$ cat config.mk
export PLATFORM = sky130hd
export DESIGN_NAME = mcms_regs
export DESIGN_NICKNAME = d
export VERILOG_FILES = /design/src/common/mcms_pkg.sv /design/src/rtl/mcms_regs.sv
export SDC_FILE = /design/constraint.sdc
export NUM_CORES = 1
export LEC_CHECK = 0
export BUFFER_PORTS_ARGS = -buffer_cell sky130_fd_sc_hd__buf_2
export CAP_MARGIN = 25
export CELL_PAD_IN_SITES_DETAIL_PLACEMENT = 1
export CELL_PAD_IN_SITES_GLOBAL_PLACEMENT = 1
export CORE_MARGIN = 2
export CORE_UTILIZATION = 37
export CTS_BUF_LIST = sky130_fd_sc_hd__clkbuf_8 sky130_fd_sc_hd__clkbuf_16
export CTS_CLUSTER_DIAMETER = 150
export DETAILED_ROUTE_END_ITERATION = 8
export PLACE_DENSITY_LB_ADDON = 0.1
export RECOVER_POWER = 50
export SYNTH_ARGS = -nofsm -noshare
export SYNTH_HDL_FRONTEND = slang
export SYNTH_SLANG_ARGS = --single-unit
export TNS_END_PERCENT = 1
$ cat constraint.sdc
create_clock -name pclk -period 3.5 [get_ports pclk]
set_input_delay 0.35 -clock pclk [delete_from_list [all_inputs] [get_ports pclk]]
set_output_delay 0.35 -clock pclk [all_outputs]
set_load 0.1 [all_outputs]
$ cat src/common/mcms_pkg.sv
// mcms_pkg: register map, field positions, task codes and reset values
// for the modem control, mode and status register bank.
// assumes: 32-bit APB with byte addresses, one aligned word per register.
package mcms_pkg;

  // register byte offsets
  localparam logic [7:0] MCMS_OFS_RX_LOOP_CTRL   = 8'h00;
  localparam logic [7:0] MCMS_OFS_OP_MODE_CFG    = 8'h04;
  localparam logic [7:0] MCMS_OFS_MODEM_STATUS   = 8'h08;
  localparam logic [7:0] MCMS_OFS_TASK_COMMAND   = 8'h0C;

  // receiver_loop_control fields
  localparam int MCMS_CTL_LEVRESP_LO    = 2;
  localparam int MCMS_CTL_LOOPBW_LO     = 0;

  // operating_mode_config fields
  localparam int MCMS_MOD_IRQ_PIN_EN    = 7;
  localparam int MCMS_MOD_BIT_INV       = 6;
  localparam int MCMS_MOD_DIRECTION     = 5;
  localparam int MCMS_MOD_SCRAMBLE_EN   = 4;
  localparam int MCMS_MOD_POWERSAVE     = 3;
  localparam int MCMS_MOD_QUALITY_IRQ   = 2;
  localparam int MCMS_MOD_STRONG_XTAL   = 1;
  localparam int MCMS_MOD_WIDE_FILTER   = 0;

  // modem_status fields
  localparam int MCMS_STA_IRQ           = 7;
  localparam int MCMS_STA_BUF_FREE      = 6;
  localparam int MCMS_STA_IL_EMPTY      = 5;
  localparam int MCMS_STA_OVERFLOW      = 4;
  localparam int MCMS_STA_QUALITY_RDY   = 2;
  localparam int MCMS_STA_PKT_ENV       = 0;

  // task_command fields
  localparam int MCMS_CMD_PKT_END_EN    = 5;
  localparam int MCMS_CMD_ENVELOPE_EN   = 4;
  localparam int MCMS_CMD_TASK_LO       = 0;

  // task codes
  localparam logic [3:0] MCMS_TASK_NULL           = 4'h0;
  localparam logic [3:0] MCMS_TASK_RESET          = 4'h1;
  localparam logic [3:0] MCMS_TASK_SCRAMBLED_OUT  = 4'h2;
  localparam logic [3:0] MCMS_TASK_RX_BLOCK       = 4'h3;
  localparam logic [3:0] MCMS_TASK_RX_SHORT       = 4'h4;
  localparam logic [3:0] MCMS_TASK_TX_SHORT       = 4'h5;
  localparam logic [3:0] MCMS_TASK_TX_BLOCK       = 4'h6;

  // loop settings
  localparam logic [1:0] MCMS_LOOP_HOLD           = 2'h0;
  localparam logic [1:0] MCMS_LEVRESP_ACQUIRE     = 2'h3;
  localparam logic [1:0] MCMS_LOOPBW_ACQUIRE      = 2'h3;

  // reset values
  localparam logic [7:0] MCMS_CTL_RESET           = 8'h00;
  localparam logic [7:0] MCMS_MOD_RESET           = 8'h00;
  localparam logic [5:0] MCMS_CMD_RESET           = 6'h00;

endpackage : mcms_pkg

$ cat src/rtl/mcms_regs.sv
// mcms_regs: APB register bank with control, mode, status and task command
// registers of a half-duplex packet modem, plus the steering outputs.
// assumes: datapath event inputs are one-cycle pulses synchronous to pclk;
// acquire indications and the detector level are synchronous levels.
`timescale 1ns/10ps
module mcms_regs
  import mcms_pkg::*;
(
  input  wire logic        pclk,
  input  wire logic        presetn,
  input  wire logic        psel,
  input  wire logic        penable,
  input  wire logic        pwrite,
  input  wire logic [7:0]  paddr,
  input  wire logic [31:0] pwdata,
  output logic             pready,
  output logic [31:0]      prdata,
  output logic             pslverr,
  input  wire logic        acquire_level_command,
  input  wire logic        acquire_bit_clock_command,
  input  wire logic        tx_ready_evt,
  input  wire logic        rx_task_done_evt,
  input  wire logic        tx_task_done_evt,
  input  wire logic        interleave_low_evt,
  input  wire logic        quality_done_evt,
  input  wire logic        quality_read_evt,
  input  wire logic        overflow_evt,
  input  wire logic        packet_end_or_envelope_in,
  output logic             interrupt_out_n,
  output logic [1:0]       level_response_select,
  output logic [1:0]       clock_loop_bandwidth,
  output logic             bit_inversion,
  output logic             direction_select,
  output logic             scrambler_run,
  output logic             powersave_bit,
  output logic             strong_crystal_drive,
  output logic             wide_filter_select,
  output logic             bias_feed,
  output logic             task_start,
  output logic [3:0]       task_code,
  output logic             task_abort,
  output logic [1:0]       detect_enable
);

  typedef struct packed {
    logic [7:0]  ctl;
    logic [7:0]  mode;
    logic [5:0]  cmd;
    logic        task_busy;
    logic        irq;
    logic        buf_free;
    logic        il_empty;
    logic        overflow;
    logic        quality_rdy;
    logic        pkt_env;
    logic        pready;
    logic [31:0] prdata;
    logic        pslverr;
    logic        irq_n;
    logic [1:0]  levresp;
    logic [1:0]  loopbw;
    logic        scr_run;
    logic        bias;
    logic        start;
    logic        abort;
  } mcms_state_type;

  mcms_state_type st_r;
  mcms_state_type st_nxt;

  logic       setup;
  logic       acc_wr;
  logic       acc_rd;
  logic       mapped;
  logic [7:0] status_view;
  logic       tx;
  logic       new_tx;
  logic       mode_wr;
  logic       cmd_wr;
  logic [3:0] wr_task;
  logic       mode_change;
  logic       reset_task;
  logic       busy_task;
  logic       quiet_set;
  logic       free_evt;
  logic       empty_evt;
  logic       pe_now;
  logic       pe_edge;
  logic       scr_task;

  always_comb begin
    st_nxt      = st_r;
    setup       = psel && !penable;
    acc_wr      = psel && penable && st_r.pready && pwrite;
    acc_rd      = psel && penable && st_r.pready && !pwrite;
    mapped      = (paddr == MCMS_OFS_RX_LOOP_CTRL) || (paddr == MCMS_OFS_OP_MODE_CFG) ||
                  (paddr == MCMS_OFS_MODEM_STATUS) || (paddr == MCMS_OFS_TASK_COMMAND);
    tx          = st_r.mode[MCMS_MOD_DIRECTION];
    mode_wr     = acc_wr && (paddr == MCMS_OFS_OP_MODE_CFG);
    cmd_wr      = acc_wr && (paddr == MCMS_OFS_TASK_COMMAND);
    wr_task     = pwdata[MCMS_CMD_TASK_LO +: 4];
    new_tx      = mode_wr ? pwdata[MCMS_MOD_DIRECTION] : tx;
    mode_change = mode_wr &&
                  ((pwdata[MCMS_MOD_DIRECTION] != st_r.mode[MCMS_MOD_DIRECTION]) ||
                   (pwdata[MCMS_MOD_POWERSAVE] != st_r.mode[MCMS_MOD_POWERSAVE]));
    reset_task  = cmd_wr && (wr_task == MCMS_TASK_RESET);
    busy_task   = cmd_wr && (wr_task != MCMS_TASK_NULL) && (wr_task != MCMS_TASK_RESET) &&
                  (wr_task != MCMS_TASK_SCRAMBLED_OUT);
    quiet_set   = reset_task || mode_change;

    // status as the host sees it; empty reads zero in receive
    status_view                      = 8'h00;
    status_view[MCMS_STA_IRQ]        = st_r.irq;
    status_view[MCMS_STA_BUF_FREE]   = st_r.buf_free;
    status_view[MCMS_STA_IL_EMPTY]   = st_r.il_empty && tx;
    status_view[MCMS_STA_OVERFLOW]   = st_r.overflow;
    status_view[MCMS_STA_QUALITY_RDY] = st_r.quality_rdy;
    status_view[MCMS_STA_PKT_ENV]    = st_r.pkt_env;

    // bus: ready one cycle after setup, so every access is two cycles
    st_nxt.pready  = setup;
    st_nxt.pslverr = setup && !mapped;
    st_nxt.prdata  = 32'h0000_0000;
    if (setup && !pwrite && (paddr == MCMS_OFS_MODEM_STATUS)) begin
      st_nxt.prdata = {24'h00_0000, status_view};
    end

    // register writes take effect at the access edge
    if (acc_wr && (paddr == MCMS_OFS_RX_LOOP_CTRL)) begin
      st_nxt.ctl = pwdata[7:0];
    end
    if (mode_wr) begin
      st_nxt.mode = pwdata[7:0];
    end
    if (cmd_wr) begin
      st_nxt.cmd = pwdata[5:0];
    end

    // task tracking for scrambler gating and abort
    st_nxt.start = busy_task || (cmd_wr && (wr_task == MCMS_TASK_SCRAMBLED_OUT));
    st_nxt.abort = 1'b0;
    if (tx_task_done_evt || rx_task_done_evt) begin
      st_nxt.task_busy = 1'b0;
    end
    if (st_nxt.start) begin
      st_nxt.task_busy = 1'b1;
    end
    if (reset_task) begin
      st_nxt.task_busy = 1'b0;
    end
    if (mode_wr && (pwdata[MCMS_MOD_DIRECTION] != tx)) begin
      st_nxt.task_busy = 1'b0;
      st_nxt.abort     = st_r.task_busy || st_nxt.start;
      st_nxt.start     = 1'b0;
    end

    // status read clears only what it returned; an event in the setup cycle survives
    if (acc_rd && (paddr == MCMS_OFS_MODEM_STATUS)) begin
      if (st_r.prdata[MCMS_STA_IRQ]) begin
        st_nxt.irq = 1'b0;
      end
      if (st_r.prdata[MCMS_STA_OVERFLOW]) begin
        st_nxt.overflow = 1'b0;
      end
    end

    // buffer free flag
    free_evt = tx ? tx_ready_evt : rx_task_done_evt;
    if (busy_task) begin
      st_nxt.buf_free = 1'b0;
    end
    if (free_evt && !quiet_set) begin
      st_nxt.buf_free = 1'b1;
      if (!st_r.buf_free) begin
        st_nxt.irq = 1'b1;
      end
    end
    if (quiet_set) begin
      st_nxt.buf_free = 1'b1;
    end

    // interleave empty flag, meaningful in transmit only
    empty_evt = tx && interleave_low_evt;
    if (busy_task) begin
      st_nxt.il_empty = 1'b0;
    end
    if (empty_evt && !quiet_set) begin
      st_nxt.il_empty = 1'b1;
      if (!st_r.il_empty) begin
        st_nxt.irq = 1'b1;
      end
    end
    if (quiet_set) begin
      st_nxt.il_empty = 1'b1;
    end

    // quality reading, receive only
    if (quality_read_evt) begin
      st_nxt.quality_rdy = 1'b0;
    end
    if (!tx && quality_done_evt) begin
      st_nxt.quality_rdy = 1'b1;
      if (st_r.mode[MCMS_MOD_QUALITY_IRQ]) begin
        st_nxt.irq = 1'b1;
      end
    end

    // overflow, receive only; reset task and mode change clear it
    if (quiet_set) begin
      st_nxt.overflow = 1'b0;
    end
    if (!tx && overflow_evt && !quiet_set) begin
      st_nxt.overflow = 1'b1;
      if (!st_r.overflow) begin
        st_nxt.irq = 1'b1;
      end
    end
    if (new_tx && !tx) begin
      st_nxt.overflow    = 1'b0;
      st_nxt.quality_rdy = 1'b0;
    end

    // packet end / envelope level, zero in transmit
    pe_now         = !tx && packet_end_or_envelope_in;
    st_nxt.pkt_env = pe_now;
    pe_edge        = 1'b0;
    if (st_r.cmd[MCMS_CMD_PKT_END_EN] && st_r.cmd[MCMS_CMD_ENVELOPE_EN]) begin
      pe_edge = pe_now != st_r.pkt_env;
    end else if (st_r.cmd[MCMS_CMD_PKT_END_EN] || st_r.cmd[MCMS_CMD_ENVELOPE_EN]) begin
      pe_edge = pe_now && !st_r.pkt_env;
    end
    if (pe_edge) begin
      st_nxt.irq = 1'b1;
    end

    // pin follows the next request value so it tracks without lag
    st_nxt.irq_n = !(st_nxt.irq && st_nxt.mode[MCMS_MOD_IRQ_PIN_EN]);

    // loop settings: hold in transmit, overridden while acquiring
    if (st_nxt.mode[MCMS_MOD_DIRECTION]) begin
      st_nxt.levresp = MCMS_LOOP_HOLD;
      st_nxt.loopbw  = MCMS_LOOP_HOLD;
    end else begin
      st_nxt.levresp = acquire_level_command ? MCMS_LEVRESP_ACQUIRE :
                       st_nxt.ctl[MCMS_CTL_LEVRESP_LO +: 2];
      st_nxt.loopbw  = acquire_bit_clock_command ? MCMS_LOOPBW_ACQUIRE :
                       st_nxt.ctl[MCMS_CTL_LOOPBW_LO +: 2];
    end

    // scrambler only inside the scrambling tasks, otherwise held reset
    scr_task = (st_nxt.cmd[MCMS_CMD_TASK_LO +: 4] == MCMS_TASK_SCRAMBLED_OUT) ||
               (st_nxt.cmd[MCMS_CMD_TASK_LO +: 4] == MCMS_TASK_RX_BLOCK) ||
               (st_nxt.cmd[MCMS_CMD_TASK_LO +: 4] == MCMS_TASK_RX_SHORT) ||
               (st_nxt.cmd[MCMS_CMD_TASK_LO +: 4] == MCMS_TASK_TX_SHORT) ||
               (st_nxt.cmd[MCMS_CMD_TASK_LO +: 4] == MCMS_TASK_TX_BLOCK);
    st_nxt.scr_run = st_nxt.mode[MCMS_MOD_SCRAMBLE_EN] && st_nxt.task_busy &&
                     scr_task;

    // mid-level bias while transmit interleave buffer is empty
    st_nxt.bias = st_nxt.mode[MCMS_MOD_DIRECTION] && st_nxt.il_empty;
  end

  always_ff @(posedge pclk or negedge presetn) begin
    if (!presetn) begin
      st_r             <= '0;
      st_r.ctl         <= MCMS_CTL_RESET;
      st_r.mode        <= MCMS_MOD_RESET;
      st_r.cmd         <= MCMS_CMD_RESET;
      st_r.buf_free    <= 1'b1;
      st_r.il_empty    <= 1'b1;
      st_r.irq_n       <= 1'b1;
    end else begin
      st_r <= st_nxt;
    end
  end

  assign pready                = st_r.pready;
  assign prdata                = st_r.prdata;
  assign pslverr               = st_r.pslverr;
  assign interrupt_out_n       = st_r.irq_n;
  assign level_response_select = st_r.levresp;
  assign clock_loop_bandwidth  = st_r.loopbw;
  assign bit_inversion         = st_r.mode[MCMS_MOD_BIT_INV];
  assign direction_select      = st_r.mode[MCMS_MOD_DIRECTION];
  assign scrambler_run         = st_r.scr_run;
  assign powersave_bit         = st_r.mode[MCMS_MOD_POWERSAVE];
  assign strong_crystal_drive  = st_r.mode[MCMS_MOD_STRONG_XTAL];
  assign wide_filter_select    = st_r.mode[MCMS_MOD_WIDE_FILTER];
  assign bias_feed             = st_r.bias;
  assign task_start            = st_r.start;
  assign task_code             = st_r.cmd[MCMS_CMD_TASK_LO +: 4];
  assign task_abort            = st_r.abort;
  assign detect_enable         = st_r.cmd[MCMS_CMD_PKT_END_EN:MCMS_CMD_ENVELOPE_EN];

endmodule : mcms_regs

# == After elaboration in Yosys (flattened, before gate mapping) ==
# Index checks and enable logic that the tools add are counted.
# totals
ff_bits,44
in_bits,55
output_inout_bits,54
wordCells,137
# classes
n_eq_ne,15
n_mux,39
reduce_logical,61
# op_table
cell,count
$logic_and 1x1->1,34
$mux 1,29
$eq 8x4->1 const B,2
$mux 8,2
$logic_or 1x1->1,13
$eq 4x2->1 const B,3
$eq 4x3->1 const B,3
$mux 4,3
$reduce_bool 4->1,3
$mux 2,5
$eq 8x3->1 const B,1
$logic_not 8->1,1
$logic_not 1->1,7
$reduce_bool 3->1,2
$eq 4x1->1 const B,1
$ne 4x1->1 const B,1
$ne 4x2->1 const B,1
$ne 1x1->1,3
$reduce_and 2->1,1

# == Depth between registers and ports, before layout ==
# logic_depth
word_depth,18
depth_mapped,7
depth_no_buf,6

# == Worst setup path before layout ==
# No wires, ideal clock.
# synth_timing
path_kind,flip-flop to flip-flop
startpoint,"register st_r, in the netlist direction_select"
endpoint,register st_r[47] (netlist bit)
setup_ns,0.088
arrival_time_ns,2.263
t_required_ns,3.412
path_slack_ns,1.149
path_stages_with_launch,6
n_path_buf,1
path_cell_list,dfrtp_1 -> clkbuf_1 -> xor2_1 -> or3_1 -> and3_1 -> or3b_1
# synth_between
elab_chain_cells,8
word_cells_on_any_way,10
# synth_lines
element,line,rtl
start: declaration,mcms_regs.sv:68,mcms_state_type st_r;
start signal: assignment,mcms_regs.sv:273,st_r <= st_nxt;
$ne 1x1->1,mcms_regs.sv:104,((pwdata[MCMS_MOD_DIRECTION] != st_r.mode[MCMS_MOD_DIRECTION]) ||
$logic_or 1x1->1,mcms_regs.sv:104,
$logic_and 1x1->1,mcms_regs.sv:103,mode_change = mode_wr &&
$logic_or 1x1->1,mcms_regs.sv:109,quiet_set = reset_task || mode_change;
$logic_not 1->1,mcms_regs.sv:172,if (free_evt && !quiet_set) begin
$logic_and 1x1->1,mcms_regs.sv:172,
$mux 2,mcms_regs.sv:172,
$mux 1,mcms_regs.sv:178,if (quiet_set) begin
# Parallel ways exist; a longest one is shown, timed or not.
# A chain may end at the register's enable or synchronous reset.

# == Worst setup path after layout ==
# layout_timing
startpoint,"register st_r, in the netlist clock_loop_bandwidth[1]"
endpoint,output clock_loop_bandwidth[1]
# layout_lines
element,line,rtl
end: declaration,mcms_regs.sv:31,"output logic [1:0] clock_loop_bandwidth,"
# No word-level cell between the ends.

==> reports/metrics.yaml <==
drtPass1Iterations: 4
combPwrFrac_pct: 21.5
end_kind: "output pin"
htreeDepth: 2
relSlewSlack_pct: 22.73
synth_area_mm2: 0.002242
fmax_mhz: 545.1
ys_warn_count: 0
arrival_ns: 1.48
grt_overflow_total: 0
maxCapViolCount: 0
slew_viol_final: 0
cp_slowest_cell: "clkbuf_1"
synth_cells: 201
hold_viol_final: 0
final_common_cell: "buf_2"
p_seq_share_pct: 47.3
path_cells: "clkbuf_1"
tns_ns: 0
initial_core_util_pct: 38.10
portBuffers: 58
place.gp.congestion: 0.7569
fin_nets: 301
seq_area_frac_synth_pct: 47.04
p_per_area_mw_per_mm2: 422.6
grt_usage_pct: 14.69
drt-vias-per-instance: 4.648
synth-compound-area-share_pct: 9.821
finalCritPeriodShare_pct: 52.42
critPathLaunchType: "register"
grt_max_degree: 43
cts_resized: 0
finalCriticalPeriod_ns: 1.835
switching_power_mw: 0.3646
clock_tree.root_cell: "clkbuf_8"
drtIter0Drc: 42
reg2reg_slack_ns: 1.70
synth_fa_ha_area_share_pct: 0.5580
syn_to_final_growth_pct: 10.32
synth-simple-area-share_pct: 14.45
drt_wl_total_mm: 4.727
peakVddDrop_mv: 0.2181
die_h_um: 81.85
synth_xor_area_share_pct: 0.7813
rsz0062_at_grt: "false"
power_frac_clock_pct: 31.2
synthArstFlopShare_pct: 100.0
coreArea_mm2: 0.005886
cts_setup_buffers: 0
path_buf_inv: 1
rows: 28
dp_hpwl_mm: 3.518
pre_cts_ws_ns: 1.341
antenna_found_initial: 0
required_ns: 3.15
crit_type: "register to output pin"
final-setup-viol-count: 0
path_clk_slew_ns: 0.08
drive_above_1_share_pct: 34.55
p_leak_nw: 1.319
power_mw: 1.045
synth_top_family_by_area: "buffers and inverters"
num_antenna_cells: 0
grt_pass1_wl_mm: 7.231
clock_skew_ns: 0.009045
switching_share_pct: 34.88
fp.dieW_um: 81.85
crit_path_max_incr_delay_ns: 0.86
num_vias: 1492
clkLatencyLatePin_ns: 0.29
nFillCells: 700
wire_per_inst_um: 14.73
setup_ws_ns: 1.665
grt_pass1_vias: 1399
muxShareOfSynthArea_pct: 9.598
worstPathMaxFanout: 1
power.internal_mw: 0.6808
netlist-cell-type-count: 51
clock_path_buffers: 2
cts_buffers: 5
cpLargestDelayFamily: "buffers and inverters"
clkSinkCount: 42
ioPinCount: 109
layout_common_cells: "46 x buf_2, 39 x dfrtp_1, 26 x conb_1, 16 x mux2_2, 12 x clkbuf_1"
ant_nets: 0
die_area_mm2: 0.006699
worst_pin_slew_ns: 1.164
synth_edf_count: 0
syn_area_per_cell_um2: 11.15
drc_errors: 0
holdBufCountCts: 0
synthFlopType: "dfrtp_1"
worstHoldPathType: "primary input to register"
yosys_register_bits: 42
tritoncts: "done"
outcome: "finished clean"
## cell type report
cell class	count	area (um^2)	share of cell area (%)
multi-input cells	126	887.1	35.86
inverters	10	37.54	1.517
clock buffers	6	82.58	3.338
well taps	75	93.84	3.794
flip-flops and latches	42	1055	42.64
repair buffers	60	305.3	12.34
clock inverters	2	12.51	0.5058
## synth_stat cells, types with 3 or more instances
cell type  count  area [um^2]
nand2b_1       3        18.77
a21oi_1        4        20.02
nor4_1         3        18.77
a31oi_1        6        37.54
o21ai_0        5        25.02
buf_4         43        322.8
mux2_2        16        180.2
nand2_1        8        30.03
nor2_1         3        11.26
and2_1         5        31.28
and3_1         5        31.28
dfstp_2        3        78.83
dfrtp_1       39        975.9
inv_1         10        37.54
## power groups by stage
stage | sequential, mW | combinational [mW] | clock, mW
after floorplan | 0.515 | 0.199 | 0
after global placement | 0.504 | 0.223 | 0
after detailed placement | 0.504 | 0.223 | 0
after CTS | 0.495 | 0.224 | 0.338
after global routing | 0.496 | 0.236 | 0.354
final | 0.495 | 0.225 | 0.326
## logic make-up (layout without fill, tap and decap cells)
logic type	count (synthesis)	count (layout)
AOI/OAI and AO/OA	31	31
xor gates and xnor gates	2	2
adders and majority gates	1	1
buffers and inverters	58	78
DFF	42	42
muxes	19	19
other	1	26
and+or+nand+nor	47	47
## per-layer routing
| metal | global-route usage, % | up-vias | share of wire, % |
|---|---|---|---|
| li1 | - | 711 | - |
| met1 | 19.79 | 733 | 45 |
| met2 | 23.50 | 43 | 49 |
| met3 | 3.736 | 5 | 5.6 |
| met4 | 4.000 | 0 | 0.87 |
| met5 | 0 | - | 0 |
## registers in the layout (all words and copies together) (netlist names)
register and count:
pready 1, level_response_select 2, prdata 6, bias_feed 1
wide_filter_select 1, detect_enable 2, bit_inversion 1, task_code 4
pslverr 1, task_abort 1, powersave_bit 1, st_r 14
clock_loop_bandwidth 2, strong_crystal_drive 1, direction_select 1, interrupt_out_n 1
scrambler_run 1, task_start 1
## through the flow
step	instances	area, um^2	util [%]	hold WS, ns
after global routing	321	2474	42.03	0.2865
after floorplan	226	2336	-	0.05441
after CTS	319	2459	41.77	0.2406
after detailed placement	311	2364	40.16	0.4798
final	321	2474	42.03	0.2889
after global placement	311	2364	40.16	0.4607
## path summary, 6_finish.rpt
kind,start,to,depth (start not counted)
setup / recovery,clock_loop_bandwidth[1]$_DFF_PN0_,clock_loop_bandwidth[1],1
hold / removal,pwdata[6],bit_inversion$_DFFE_PN0N_,2
setup reg to reg,direction_select$_DFF_PN0_,st_r[47]$_DFFE_PN1P_,4
hold reg to reg,st_r[44]$_DFFE_PN0P_,prdata[2]$_DFF_PN0_,1
max in group asynchronous,presetn,st_r[46]$_DFF_PN1_,3
min in group asynchronous,presetn,task_abort$_DFF_PN0_,2
No activity file was read; power rests on OpenSTA's default activity.
